--- src/design/qdsl_pkg.sv ---
// Purpose: shared constants and types for the quad converter serial load link
// Assumes: one system clock at 40 MHz; all link pins sampled into that domain
// Notes: host end makes the serial clock by a divider; device end samples it
// How it works
// RL1 - word is select, two spare, twelve-bit code
// RL2 - first two bits select channel, upper first
// RL3 - bits three, four ignored; code MSB first
// RL4 - strobe low: addressed channel follows shift code
// RL5 - strobe high: all channels hold
// RL6 - reset low forces all channels, no clock
// RL7 - reset code 000 or 800 by select
// RL8 - latched channels keep reset code after release
// RL9 - reset leaves shift register unchanged
// RL10 - shift clock is select OR serial clock
// RL11 - select rising with clock low shifts once
// RL12 - host raises select only while clock high
// RL13 - host holds select high around strobe, reset
// RL14 - shifting under low strobe updates addressed channel
// RL15 - code is straight binary, N/4096 of span
// RL16 - shift register holds last sixteen bits
// RL17 - no OR rising edge, no shift
package qdsl_pkg;
    localparam int         WORD_BITS   = 16;
    localparam int         CODE_BITS   = 12;
    localparam int         SEL_BITS    = 2;
    localparam int         NUM_CHAN    = 4;
    localparam int         SEL_HI_POS  = 15;
    localparam int         SEL_LO_POS  = 14;
    localparam int         CODE_MSB    = 11;
    localparam int         CNT_BITS    = 5;
    localparam logic [CODE_BITS-1:0] CODE_ZERO = 12'h000;
    localparam logic [CODE_BITS-1:0] CODE_MID  = 12'h800;
    localparam int         CLK_MHZ     = 40;
    localparam int         CLK_HALF_NS = 100;   // host serial clock half period
    localparam int         HALF_CYC    = (CLK_HALF_NS * CLK_MHZ) / 1000;
    localparam int         DIV_BITS    = 8;
    localparam logic [CNT_BITS-1:0] LAST_BIT = 5'h0F;
endpackage

--- src/design/qdsl_link_if.sv ---
// Purpose: link wires between host controller and converter front end
// Assumes: all signals plain levels; no two-way pins on this link
// Notes: no clocking block; each end samples as it needs
`timescale 1ns/10ps
interface qdsl_link_if;
    logic serial_in;
    logic serial_clk;
    logic chip_sel_n;
    logic load_strobe_n;
    logic reset_n;
    logic reset_code_select;
    modport host (output serial_in, serial_clk, chip_sel_n, load_strobe_n,
                  reset_n, reset_code_select);
    modport dev  (input serial_in, serial_clk, chip_sel_n, load_strobe_n,
                  reset_n, reset_code_select);
endinterface

--- src/design/qdsl_sync.sv ---
// Purpose: three-stage pin synchroniser with agreement filter
// Assumes: input from outside clk_sys domain
// Notes: first stage feeds only the second; output moves when stages 2 and 3 agree
`timescale 1ns/10ps
module qdsl_sync (
    input  wire logic clk_sys,
    input  wire logic rst,
    input  wire logic pin,
    output logic      level
);
    typedef struct packed {
        logic s1;
        logic s2;
        logic s3;
        logic lvl;
    } qdsl_sync_t;
    qdsl_sync_t st_q;
    qdsl_sync_t st_d;

    // shift chain, accept a new level when last two stages agree
    always_comb begin
        st_d     = st_q;
        st_d.s1  = pin;
        st_d.s2  = st_q.s1;
        st_d.s3  = st_q.s2;
        if (st_q.s2 == st_q.s3) begin
            st_d.lvl = st_q.s3;
        end
    end

    // hold the idle-high value during reset so no false edge follows release
    always_ff @(posedge clk_sys) begin
        if (rst) begin
            st_q <= '{s1: 1'b1, s2: 1'b1, s3: 1'b1, lvl: 1'b1};
        end else begin
            st_q <= st_d;
        end
    end

    assign level = st_q.lvl;
endmodule

--- src/design/qdsl_device.sv ---
// Purpose: converter front end: shift register, four channel registers
// Assumes: link pins sampled on clk_sys; link reset_n acts without clk edge in output
// Notes: channel outputs are straight binary codes for the analog stage
`timescale 1ns/10ps
module qdsl_device (
    input  wire logic                                 clk_sys,
    input  wire logic                                 rst,
    qdsl_link_if.dev                                  link,
    output logic [qdsl_pkg::CODE_BITS-1:0]            chan_code [qdsl_pkg::NUM_CHAN],
    output logic [qdsl_pkg::WORD_BITS-1:0]            shift_word
);
    typedef struct packed {
        logic                                          shclk;
        logic [qdsl_pkg::WORD_BITS-1:0]                sreg;
        logic [qdsl_pkg::NUM_CHAN-1:0][qdsl_pkg::CODE_BITS-1:0] chan;
    } qdsl_dev_t;
    qdsl_dev_t st_q;
    qdsl_dev_t st_d;

    logic sdi_s;
    logic clk_s;
    logic cs_s;
    logic ld_s;
    logic rstn_s;
    logic sel_s;
    logic or_clk;
    logic [qdsl_pkg::WORD_BITS-1:0] sreg_nx;
    logic [qdsl_pkg::CODE_BITS-1:0] rcode;
    logic [qdsl_pkg::SEL_BITS-1:0]  addr;

    // channel index from the upper two word bits
    function automatic logic [qdsl_pkg::SEL_BITS-1:0] sel_of(
        input logic [qdsl_pkg::WORD_BITS-1:0] w);
        sel_of = {w[qdsl_pkg::SEL_HI_POS], w[qdsl_pkg::SEL_LO_POS]}; // [RL2]
    endfunction

    qdsl_sync u_sdi (.clk_sys(clk_sys), .rst(rst), .pin(link.serial_in),
                     .level(sdi_s));
    qdsl_sync u_clk (.clk_sys(clk_sys), .rst(rst), .pin(link.serial_clk),
                     .level(clk_s));
    qdsl_sync u_cs  (.clk_sys(clk_sys), .rst(rst), .pin(link.chip_sel_n),
                     .level(cs_s));
    qdsl_sync u_ld  (.clk_sys(clk_sys), .rst(rst), .pin(link.load_strobe_n),
                     .level(ld_s));
    qdsl_sync u_rs  (.clk_sys(clk_sys), .rst(rst), .pin(link.reset_code_select),
                     .level(sel_s));

    // reset pin needs only a clean level; async effect is applied at the output
    qdsl_sync u_rn  (.clk_sys(clk_sys), .rst(rst), .pin(link.reset_n),
                     .level(rstn_s));

    assign or_clk = cs_s | clk_s; // [RL10]
    assign rcode  = sel_s ? qdsl_pkg::CODE_MID : qdsl_pkg::CODE_ZERO; // [RL7]

    // shift on each rising edge of the combined clock; reset does not touch it
    always_comb begin
        st_d       = st_q;
        st_d.shclk = or_clk;
        sreg_nx    = st_q.sreg;
        if (or_clk && !st_q.shclk) begin // [RL11] [RL17]
            sreg_nx = {st_q.sreg[qdsl_pkg::WORD_BITS-2:0], sdi_s}; // [RL16] [RL1] [RL9]
        end
        st_d.sreg = sreg_nx;
        addr      = sel_of(sreg_nx);
        if (!rstn_s) begin
            for (int i = 0; i < qdsl_pkg::NUM_CHAN; i++) begin
                st_d.chan[i] = rcode; // [RL6]
            end
        end else if (!ld_s) begin
            // low twelve bits are the code, spare bits dropped
            st_d.chan[addr] = sreg_nx[qdsl_pkg::CODE_MSB:0]; // [RL3] [RL4] [RL14] [RL15]
        end
        // strobe high: nothing assigned, every channel holds [RL5] [RL8]
    end

    always_ff @(posedge clk_sys) begin
        if (rst) begin
            st_q <= '{shclk: 1'b1, sreg: '0, chan: '0};
        end else begin
            st_q <= st_d;
        end
    end

    // raw reset pin overrides outputs immediately, without waiting for a clock;
    // the override stands until the synced reset has loaded the registers, so the
    // release never shows a stale code for a cycle [RL8]
    generate
        for (genvar g = 0; g < qdsl_pkg::NUM_CHAN; g++) begin : g_out
            assign chan_code[g] = (link.reset_n && rstn_s) ? st_q.chan[g] :
                (link.reset_code_select ? qdsl_pkg::CODE_MID : qdsl_pkg::CODE_ZERO); // [RL6]
        end
    endgenerate

    assign shift_word = st_q.sreg;
endmodule

--- src/flat_wrapper.sv ---
// flat-port wrapper written by rule: the top's interface ports become plain ports
module qdsl_device_flat 
  (clk_sys, rst, chan_code, shift_word, link_serial_in, link_serial_clk, link_chip_sel_n, link_load_strobe_n, link_reset_n, link_reset_code_select);
  qdsl_link_if link_i ();
  input  wire logic clk_sys;
  input  wire logic rst;
  output logic [qdsl_pkg::CODE_BITS-1:0] chan_code[qdsl_pkg::NUM_CHAN];
  output logic [qdsl_pkg::WORD_BITS-1:0] shift_word;
  input wire logic [$bits(link_i.serial_in)-1:0] link_serial_in;
  input wire logic [$bits(link_i.serial_clk)-1:0] link_serial_clk;
  input wire logic [$bits(link_i.chip_sel_n)-1:0] link_chip_sel_n;
  input wire logic [$bits(link_i.load_strobe_n)-1:0] link_load_strobe_n;
  input wire logic [$bits(link_i.reset_n)-1:0] link_reset_n;
  input wire logic [$bits(link_i.reset_code_select)-1:0] link_reset_code_select;
  assign link_i.serial_in = link_serial_in;
  assign link_i.serial_clk = link_serial_clk;
  assign link_i.chip_sel_n = link_chip_sel_n;
  assign link_i.load_strobe_n = link_load_strobe_n;
  assign link_i.reset_n = link_reset_n;
  assign link_i.reset_code_select = link_reset_code_select;
  qdsl_device u_core (.clk_sys(clk_sys), .rst(rst), .link(link_i), .chan_code(chan_code), .shift_word(shift_word));
endmodule
--- config.mk ---
export PLATFORM = sky130hd
export DESIGN_NAME = qdsl_device_flat
export DESIGN_NICKNAME = d
export VERILOG_FILES = /design/src/design/qdsl_pkg.sv /design/src/design/qdsl_link_if.sv /design/src/design/qdsl_sync.sv /design/src/design/qdsl_device.sv /design/src/flat_wrapper.sv
export SDC_FILE = /design/constraint.sdc
export NUM_CORES = 1
export LEC_CHECK = 0
export BUFFER_PORTS_ARGS = -buffer_cell sky130_fd_sc_hd__clkbuf_2
export CAP_MARGIN = 20
export CORE_ASPECT_RATIO = 1.75
export CORE_MARGIN = 3
export CORE_UTILIZATION = 30
export DETAILED_ROUTE_END_ITERATION = 12
export GPL_ROUTABILITY_DRIVEN = 0
export PLACE_DENSITY = 0.53
export SYNTH_ARGS = -nofsm -noshare
export SYNTH_HDL_FRONTEND = slang
export SYNTH_SLANG_ARGS = --single-unit
--- constraint.sdc ---
create_clock -name clk_sys -period 1.9 [get_ports clk_sys]
set_input_delay 0 -clock clk_sys [delete_from_list [all_inputs] [get_ports clk_sys]]
set_output_delay 0 -clock clk_sys [all_outputs]
set_load 0.02 [all_outputs]
# == Word level (Yosys, flattened, before mapping) ==
# Cells that the tools add are included.
# op_classes
addsub,0
mul,0
div,0
magnitude_cmp,2
eq_ne,7
shift,0
muxes,12
bitwise,1
n_reduce_logical,4
# op_table
operator,n
$mux 48,2
$mux 12,7
$bwmux 48,1
$demux 12 s2,1
$mux 16,1
$eq 1x1->1,6
$logic_and 1x1->1,3
$lt 2x3->1 const B,1
$ge 2x1->1 const B,1
$ne 2x2->1 const B,1
$logic_not 1->1,1
$or 1x1->1,1
# totals
reg_bits,89
latch_bits,0
ramBits,0
mem_bits_ro,0
input_bits,8
out_inout_bits,64
wordCells,57
n_memories,0

# == Depth between registers and ports, before layout ==
# Gate-level depths: netlist of run 1.
# logic_depth
word_depth,10
depth_mapped,6
mapped_depth_nobuf,4

# == Modules after synthesis ==
# From an unflattened synthesis of run 1, not the netlist that was laid out.
# unflattened
cells_unflattened,493
hier_area_um2,4227.8
# modules_own_cells
module,instances,cells_per_inst,area_per_inst_um2,seq_area_each_um2
qdsl_device,1,433,3537.1,1301.2
qdsl_sync,6,10,115.1,80.1

# == Least setup slack after synthesis of run 1 ==
# Ideal clock, no wire load.
# synth_path
path_type,register to register
start,"reg u_core.u_clk.st_q, in the netlist u_core.u_clk.level"
end,reg u_core.st_q[35] in the netlist's numbering
setup_time_ns,0.135
t_arrival_ns,1.330
required_time_ns,1.765
path_slack_ns,0.435
path_stages_with_launch,6
n_path_buf,1
period_less_slack_ns,1.465
path_cell_list,dfxtp_1 > o21bai_1 > buf_6 > mux2_4 > nor3b_1 > a211oi_2
# synth_via
elab_chain_len,10
word_cells_on_any_way,11
cone_classes,order compare (2); mux (6); bitwise (1); reduce/logical (2)
# synth_rtl
item,line_no,source
"start, declared",qdsl_sync.sv:17,qdsl_sync_t st_q;
"start signal, assigned",qdsl_sync.sv:34,"st_q <= '{s1: 1'b1, s2: 1'b1, s3: 1'b1, lvl: 1'b1};"
"start signal, assigned",qdsl_sync.sv:36,st_q <= st_d;
$or 1x1->1 *,qdsl_device.sv:52,assign or_clk = cs_s | clk_s;
$logic_and 1x1->1 *,qdsl_device.sv:60,if (or_clk && !st_q.shclk) begin
$mux 16 *,qdsl_device.sv:60,
$lt 2x3->1 (not written as such) or $ge 2x1->1 (tied branches),qdsl_device.sv:71,st_d.chan[addr] = sreg_nx[qdsl_pkg::CODE_MSB:0];
$logic_and 1x1->1 (not written as such),qdsl_device.sv:71,
$mux 12 (not written as such),qdsl_device.sv:71,
$demux 12 s2,n/a,
$bwmux 48 *,qdsl_device.sv:71,
$mux 48 *,qdsl_device.sv:69,end else if (!ld_s) begin
$mux 48 *,qdsl_device.sv:65,if (!rstn_s) begin
"end signal, assigned",qdsl_device.sv:78,"st_q <= '{shclk: 1'b1, sreg: '0, chan: '0};"
"end signal, assigned",qdsl_device.sv:80,st_q <= st_d;
"end, declared",qdsl_device.sv:17,qdsl_dev_t st_q;
# Every way passes the cells marked *; elsewhere a longest branch is shown, timed or not. The select of a mux whose other input is x is not followed.
# A chain may end at the register's enable or synchronous reset.

# == Worst setup path after layout of run 1 ==
# layout_path
start,"reg u_core.u_clk.st_q, in the netlist u_core.u_clk.level"
end,reg u_core.st_q[33] in the netlist's numbering
# The elaborated chain is that of the path after synthesis.

==> results.cfg, run 1 <==
[place]
io_buffer_count = 71
hpwl_um = 6800
place_area_um2 = 4190
dp_slack_ps = 175

[critical_path]
path_class = reg -> reg
crit_path_max_fanout = 18
cp.arrival_ps = 2000
timing.rr.end = u_core.st_q[33]
reg2reg_depth = 4
end_kind = register
critical_path_required_ps = 2160
startpoint_type = register
r2r_slack_ps = 160
r2r_start = u_core.u_clk.level

[power_and_ir_drop]
swShare_pct = 21.4
p_per_area_nw_per_um2 = 835
p_seq_share_pct = 49.8
p_sw_mw = 0.810
p_comb_share_pct = 2.8
p_int_mw = 2.98
p_leak_nw = 1.93
irDropWorstVdd_v = 0.000424
p_clk_share_pct = 47.3

[floorplan]
die_area_um2 = 13900
ios = 72
core-area_um2 = 12100
rows = 53
die_w_um = 90.4
die_h_um = 154
start_util_pct = 30.8

[yosys]
synth_cells = 381
syn_avg_cell_area_um2 = 9.83
synth_flop_cell = dfxtp_1
synth_edf_count = 0
yosysWarnings = 0
syn-num-nets = 389
async_flop_share_pct = 0
post-synth-top-area-cell = dfxtp_1
synthDistinctLibCells = 28
synth_top_area_share_pct = 47.6
synthTopCellsByArea = dfxtp_1 48%, a211oi_2 11%, and3_1 7.9%
ys_seq_elements = 89
syn_area_um2 = 3740
yosysSeqAreaShare_pct = 47.6

[layout]
antenna_cells = 0
syn_to_final_growth_pct = 21.3
drive_above_1_share_pct = 39.0
fill_cells = 1285
design_area_um2 = 4540
nets = 449

[timing]
min_period_over_period_pct = 91.4
slew_headroom_pct = 48.1
fin_ws_ps = 163
worst_pin_slew_ps = 779
fmax_mhz = 576
fin_crit_ps = 1740
finalSetupTns_ps = 0
rsz0062_at_grt = no
skew_ps = 6.96
hold_viol = 0
drv_slew = 0
setup_violations = 0

[grt]
grt_pass1_vias = 2841
grt_start_max_net_pins = 51
grt_usage_pct = 13.8
grt_pass1_wl_um = 15100
grt_overflow = 0
antenna_found_initial = 0

[route]
wl_um = 9220
drtIter0Drc = 176
drc_errors = 0
detail-route-antenna-nets = 0
drt_pass1_iterations = 4
avgRoutedWirePerCell_um = 15.1
vias = 2857
vias_per_cell = 4.68

[cts]
clk_pin_slew_ps = 70
clk_latency_ps = 340
cts_tree = yes
cts_buffer_depth = 2
cts.sinks = 89
htreeDepth = 3
post-cts-setup-buffer-count = 0
cts_buffers = 9
cts_root_buffer = clkbuf_16

[min_path]
min_from = rst
hold_class = in -> reg
holdPathEnd = u_core.shift_word[5]
whs_path_depth = 3

[status]
status = complete, no violations

[job]
drv_cap = 0
-- critical path, stage by stage (launching register included) --
cell	delay [ps]
dfxtp_1	350
o21bai_1	410
mux2_4	460
buf_4	210
a211oi_2	220
-- cells in the mapped netlist, drive strengths merged, types with 2 or more instances --
master  number
nand2b       2
a21oi       11
nand3        4
nor3        22
nor2        41
or2         20
dfxtp       89
mux2i       11
buf         29
nand2       16
a211oi      48
nor3b        4
o21bai       8
and3        49
clkbuf      19
nor4b        2
-- final cells by class --
class                      count  area (um^2)  area share, %
sequential                    89         1780           39.3
multi-input combinational    243         1670           36.7
timing repair buffer          97          576           12.7
clock buffer                  10          239           5.26
tap                          165          206           4.55
clock inverter                 6         65.1           1.43
inverter                       1         3.75         0.0827
-- cells in the final DEF, fill, tap and decap left out, drive strengths merged --
master        n
dfxtp        89
dlygate4sd3   5
nand3         4
nand2        16
nor3b         4
and3         49
nor2         41
inv           3
bufinv        1
nor3         22
mux2i        11
nand2b        2
or2          20
mux2          1
a21oi        11
clkinvlp      1
clkbuf       81
nor2b         1
clkinv        2
buf          21
o221a         1
o21ba         1
a211oi       48
or3           1
o21bai        8
nor4b         2
-- worst max-delay path by stage --
stage	from	endpoint	slack [ps]	cells past startpoint
2_1_floorplan	u_core.u_clk.level	u_core.st_q[35]	440	5
3_3_place_gp	u_core.u_clk.level	u_core.st_q[32]	240	4
3_5_place_dp	u_core.u_clk.level	u_core.st_q[33]	180	4
4_1_cts	u_core.u_clk.level	u_core.st_q[33]	160	4
5_1_grt	u_core.u_clk.level	u_core.st_q[33]	30	5
6_report	u_core.u_clk.level	u_core.st_q[33]	160	4
-- metrics by stage --
| stage | util, % | hold slack, ps | power, mW | cells |
|---|---|---|---|---|
| 6_report | 37.4 | 183 | 3.79 | 611 |
| 3_5_place_dp | 34.5 | 187 | 2.03 | 590 |
| 2_1_floorplan | - | 98.8 | 2.00 | 381 |
| 4_1_cts | 37.4 | 170 | 3.85 | 611 |
| 3_3_place_gp | 34.5 | 181 | 2.03 | 590 |
| 5_1_grt | 37.4 | 197 | 3.93 | 611 |
-- layer usage --
layer | track usage [%] | routed length, um
met4 | 6.43 | 217
met1 | 14.6 | 3570
met5 | 0 | 0
met3 | 2.94 | 358
met2 | 25.7 | 5070
-- state kept, by name, summed over array words and instances (netlist names), 2 cells and up --
| signal | cells |
|---|---|
| u_core.u_rn.st_d | 2 |
| u_core.st_q | 49 |
| u_core.u_clk.st_d | 2 |
| u_core.u_ld.st_d | 2 |
| u_core.u_sdi.st_d | 2 |
| u_core.u_rs.st_d | 2 |
| u_core.shift_word | 16 |
| u_core.u_cs.st_d | 2 |
-- timing repair --
action | 4_1_cts | 5_1_grt
resized for setup | 0 | 0
hold endpoints to repair | 5 | 0
hold buffers | 5 | 0
-- power groups by stage --
stage / sequential [mW] / combinational, mW / clock (mW)
floorplan: 1.93 / 0.0688 / 0
global placement: 1.93 / 0.0990 / 0
detailed placement: 1.93 / 0.100 / 0
CTS: 1.89 / 0.108 / 1.85
global route: 1.89 / 0.118 / 1.92
finish: 1.89 / 0.107 / 1.79
-- cell families (layout without fill, tap and decap cells) --
kind of cell / count (synthesis) / count (layout) / share of synthesized area [%]
buffers and inverters: 49 / 114 / 7.92
muxes: 12 / 12 / 3.34
DFF: 89 / 89 / 47.6
and+or+nand+nor: 162 / 162 / 23.6
AOI/OAI and AO/OA: 69 / 69 / 17.5
(Power assumes the default switching activity.)
==> inputs of run 2 (changes only) <==
CORE_MARGIN = unset   (was 3)
==> results.cfg, run 2 (synthesis results as in run 1) <==
[route]
vias = 2921
vias_per_cell = 4.75
wl_um = 9090
drc_errors = 0
avgRoutedWirePerCell_um = 14.8
drtIter0Drc = 97
detail-route-antenna-nets = 0
drt_pass1_iterations = 4

[cts]
clk_pin_slew_ps = 60
cts_tree = yes
clk_latency_ps = 330
cts_buffers = 9
cts.sinks = 89
cts_root_buffer = clkbuf_16
cts_buffer_depth = 2
htreeDepth = 3

[floorplan]
die_w_um = 86.4
die_area_um2 = 12900
ios = 72
die_h_um = 150
rows = 53
core-area_um2 = 12100
start_util_pct = 31.0

[layout]
syn_to_final_growth_pct = 21.3
antenna_cells = 0
final_common_cell = dfxtp_1
fin_util_pct = 37.6
fin_cells = 615
nets = 454
largest_register = u_core.st_q
final_cell_mix = 89 x dfxtp_1, 71 x clkbuf_2, 47 x and3_1, 33 x nor2_1, 32 x a211oi_2
drive_above_1_share_pct = 37.8
largest_reg_flops = 49

[power_and_ir_drop]
irDropWorstVdd_v = 0.000431
p_per_area_nw_per_um2 = 793
p_int_mw = 2.84
p_seq_share_pct = 52.5
p_clk_share_pct = 44.4
p_total_mw = 3.60
swShare_pct = 21.2
p_sw_mw = 0.764
p_leak_nw = 1.91
p_comb_share_pct = 3.1

[grt]
grt_overflow = 0
grt_pass1_vias = 2683
grt_start_max_net_pins = 51
grt_usage_pct = 14.5
antenna_found_initial = 0
grt_pass1_wl_um = 14200

[timing]
fin_crit_ps = 1750
hold_viol = 0
slew_headroom_pct = 46.4
setup_violations = 0
fin_ws_ps = 151
drv_slew = 0
worst_pin_slew_ps = 803
rsz0062_at_grt = no
skew_ps = 6.63
min_period_over_period_pct = 92.1
fmax_mhz = 572
finalSetupTns_ps = 0

[critical_path]
path_class = reg -> out
path_buf_inv = 2
crit_path_max_fanout = 46
path_cells = buf_4 -> and3_1 -> clkbuf_2
cp_slowest_cell = dfxtp_1
startpoint_type = register
end_kind = output pin
slowest_delay_ps = 600
critical_path_required_ps = 1900
crit_family = flip-flops
cp.arrival_ps = 1750

[status]
status = complete, no violations

[place]
io_buffer_count = 71
placed_cells = 589
hpwl_um = 6580
dp_slack_ps = 213

[min_path]
hold_class = reg -> reg

[job]
drv_cap = 0
[run 2: per-layer routing]
metal	GRT usage, %	vias up	share of wire (%)	routed length [um]
met5	0	-	0	0
met1	15.6	1380	39	3580
met4	7.42	0	2.7	249
met2	25.7	72	54	4930
li1	-	1457	-	-
met3	3.70	12	3.7	341
[run 2: cell type report]
type | count | area (um^2)
Clock buffer | 12 | 246
Timing Repair Buffer | 102 | 616
Multi-Input combinational cell | 243 | 1670
Inverter | 1 | 3.75
Fill cell | 1300 | 7530
Clock inverter | 3 | 17.5
Tap cell | 165 | 206
Sequential cell | 89 | 1780
[run 2: path summary, 6_finish.rpt]
kind                             from                  end  slack (ps)  cells past startpoint
setup / recovery    u_core.u_rn.level        chan_code[41]         150                      3
hold / removal    u_core.u_rn.st_d[2]  u_core.u_rn.st_d[1]         410                      1
setup reg to reg   u_core.u_clk.level      u_core.st_q[24]         200                      5
hold reg to reg   u_core.u_rn.st_d[2]  u_core.u_rn.st_d[1]         410                      1
[run 2: power by group through the flow]
stage / clock network, mW / registers [mW] / logic [mW]
detailed placement: 0 / 1.93 / 0.0974
floorplan: 0 / 1.93 / 0.0688
global placement: 0 / 1.93 / 0.0953
CTS: 1.65 / 1.89 / 0.115
global route: 1.72 / 1.89 / 0.124
finish: 1.60 / 1.89 / 0.113
[run 2: stage by stage]
step	cell area, um^2	hold slack (ps)
global placement	4170	183
detailed placement	4170	185
global route	4540	423
floorplan	3740	98.8
finish	4540	407
CTS	4540	409
[run 2: timing repair]
| action | 4_1_cts | 5_1_grt |
|---|---|---|
| gates resized for setup | 0 | 0 |
| endpoints found under the hold margin | 6 | 0 |
| endpoints found under the setup margin | 0 | 0 |
| hold buffers | 11 | 0 |
| buffers inserted | 0 | 0 |
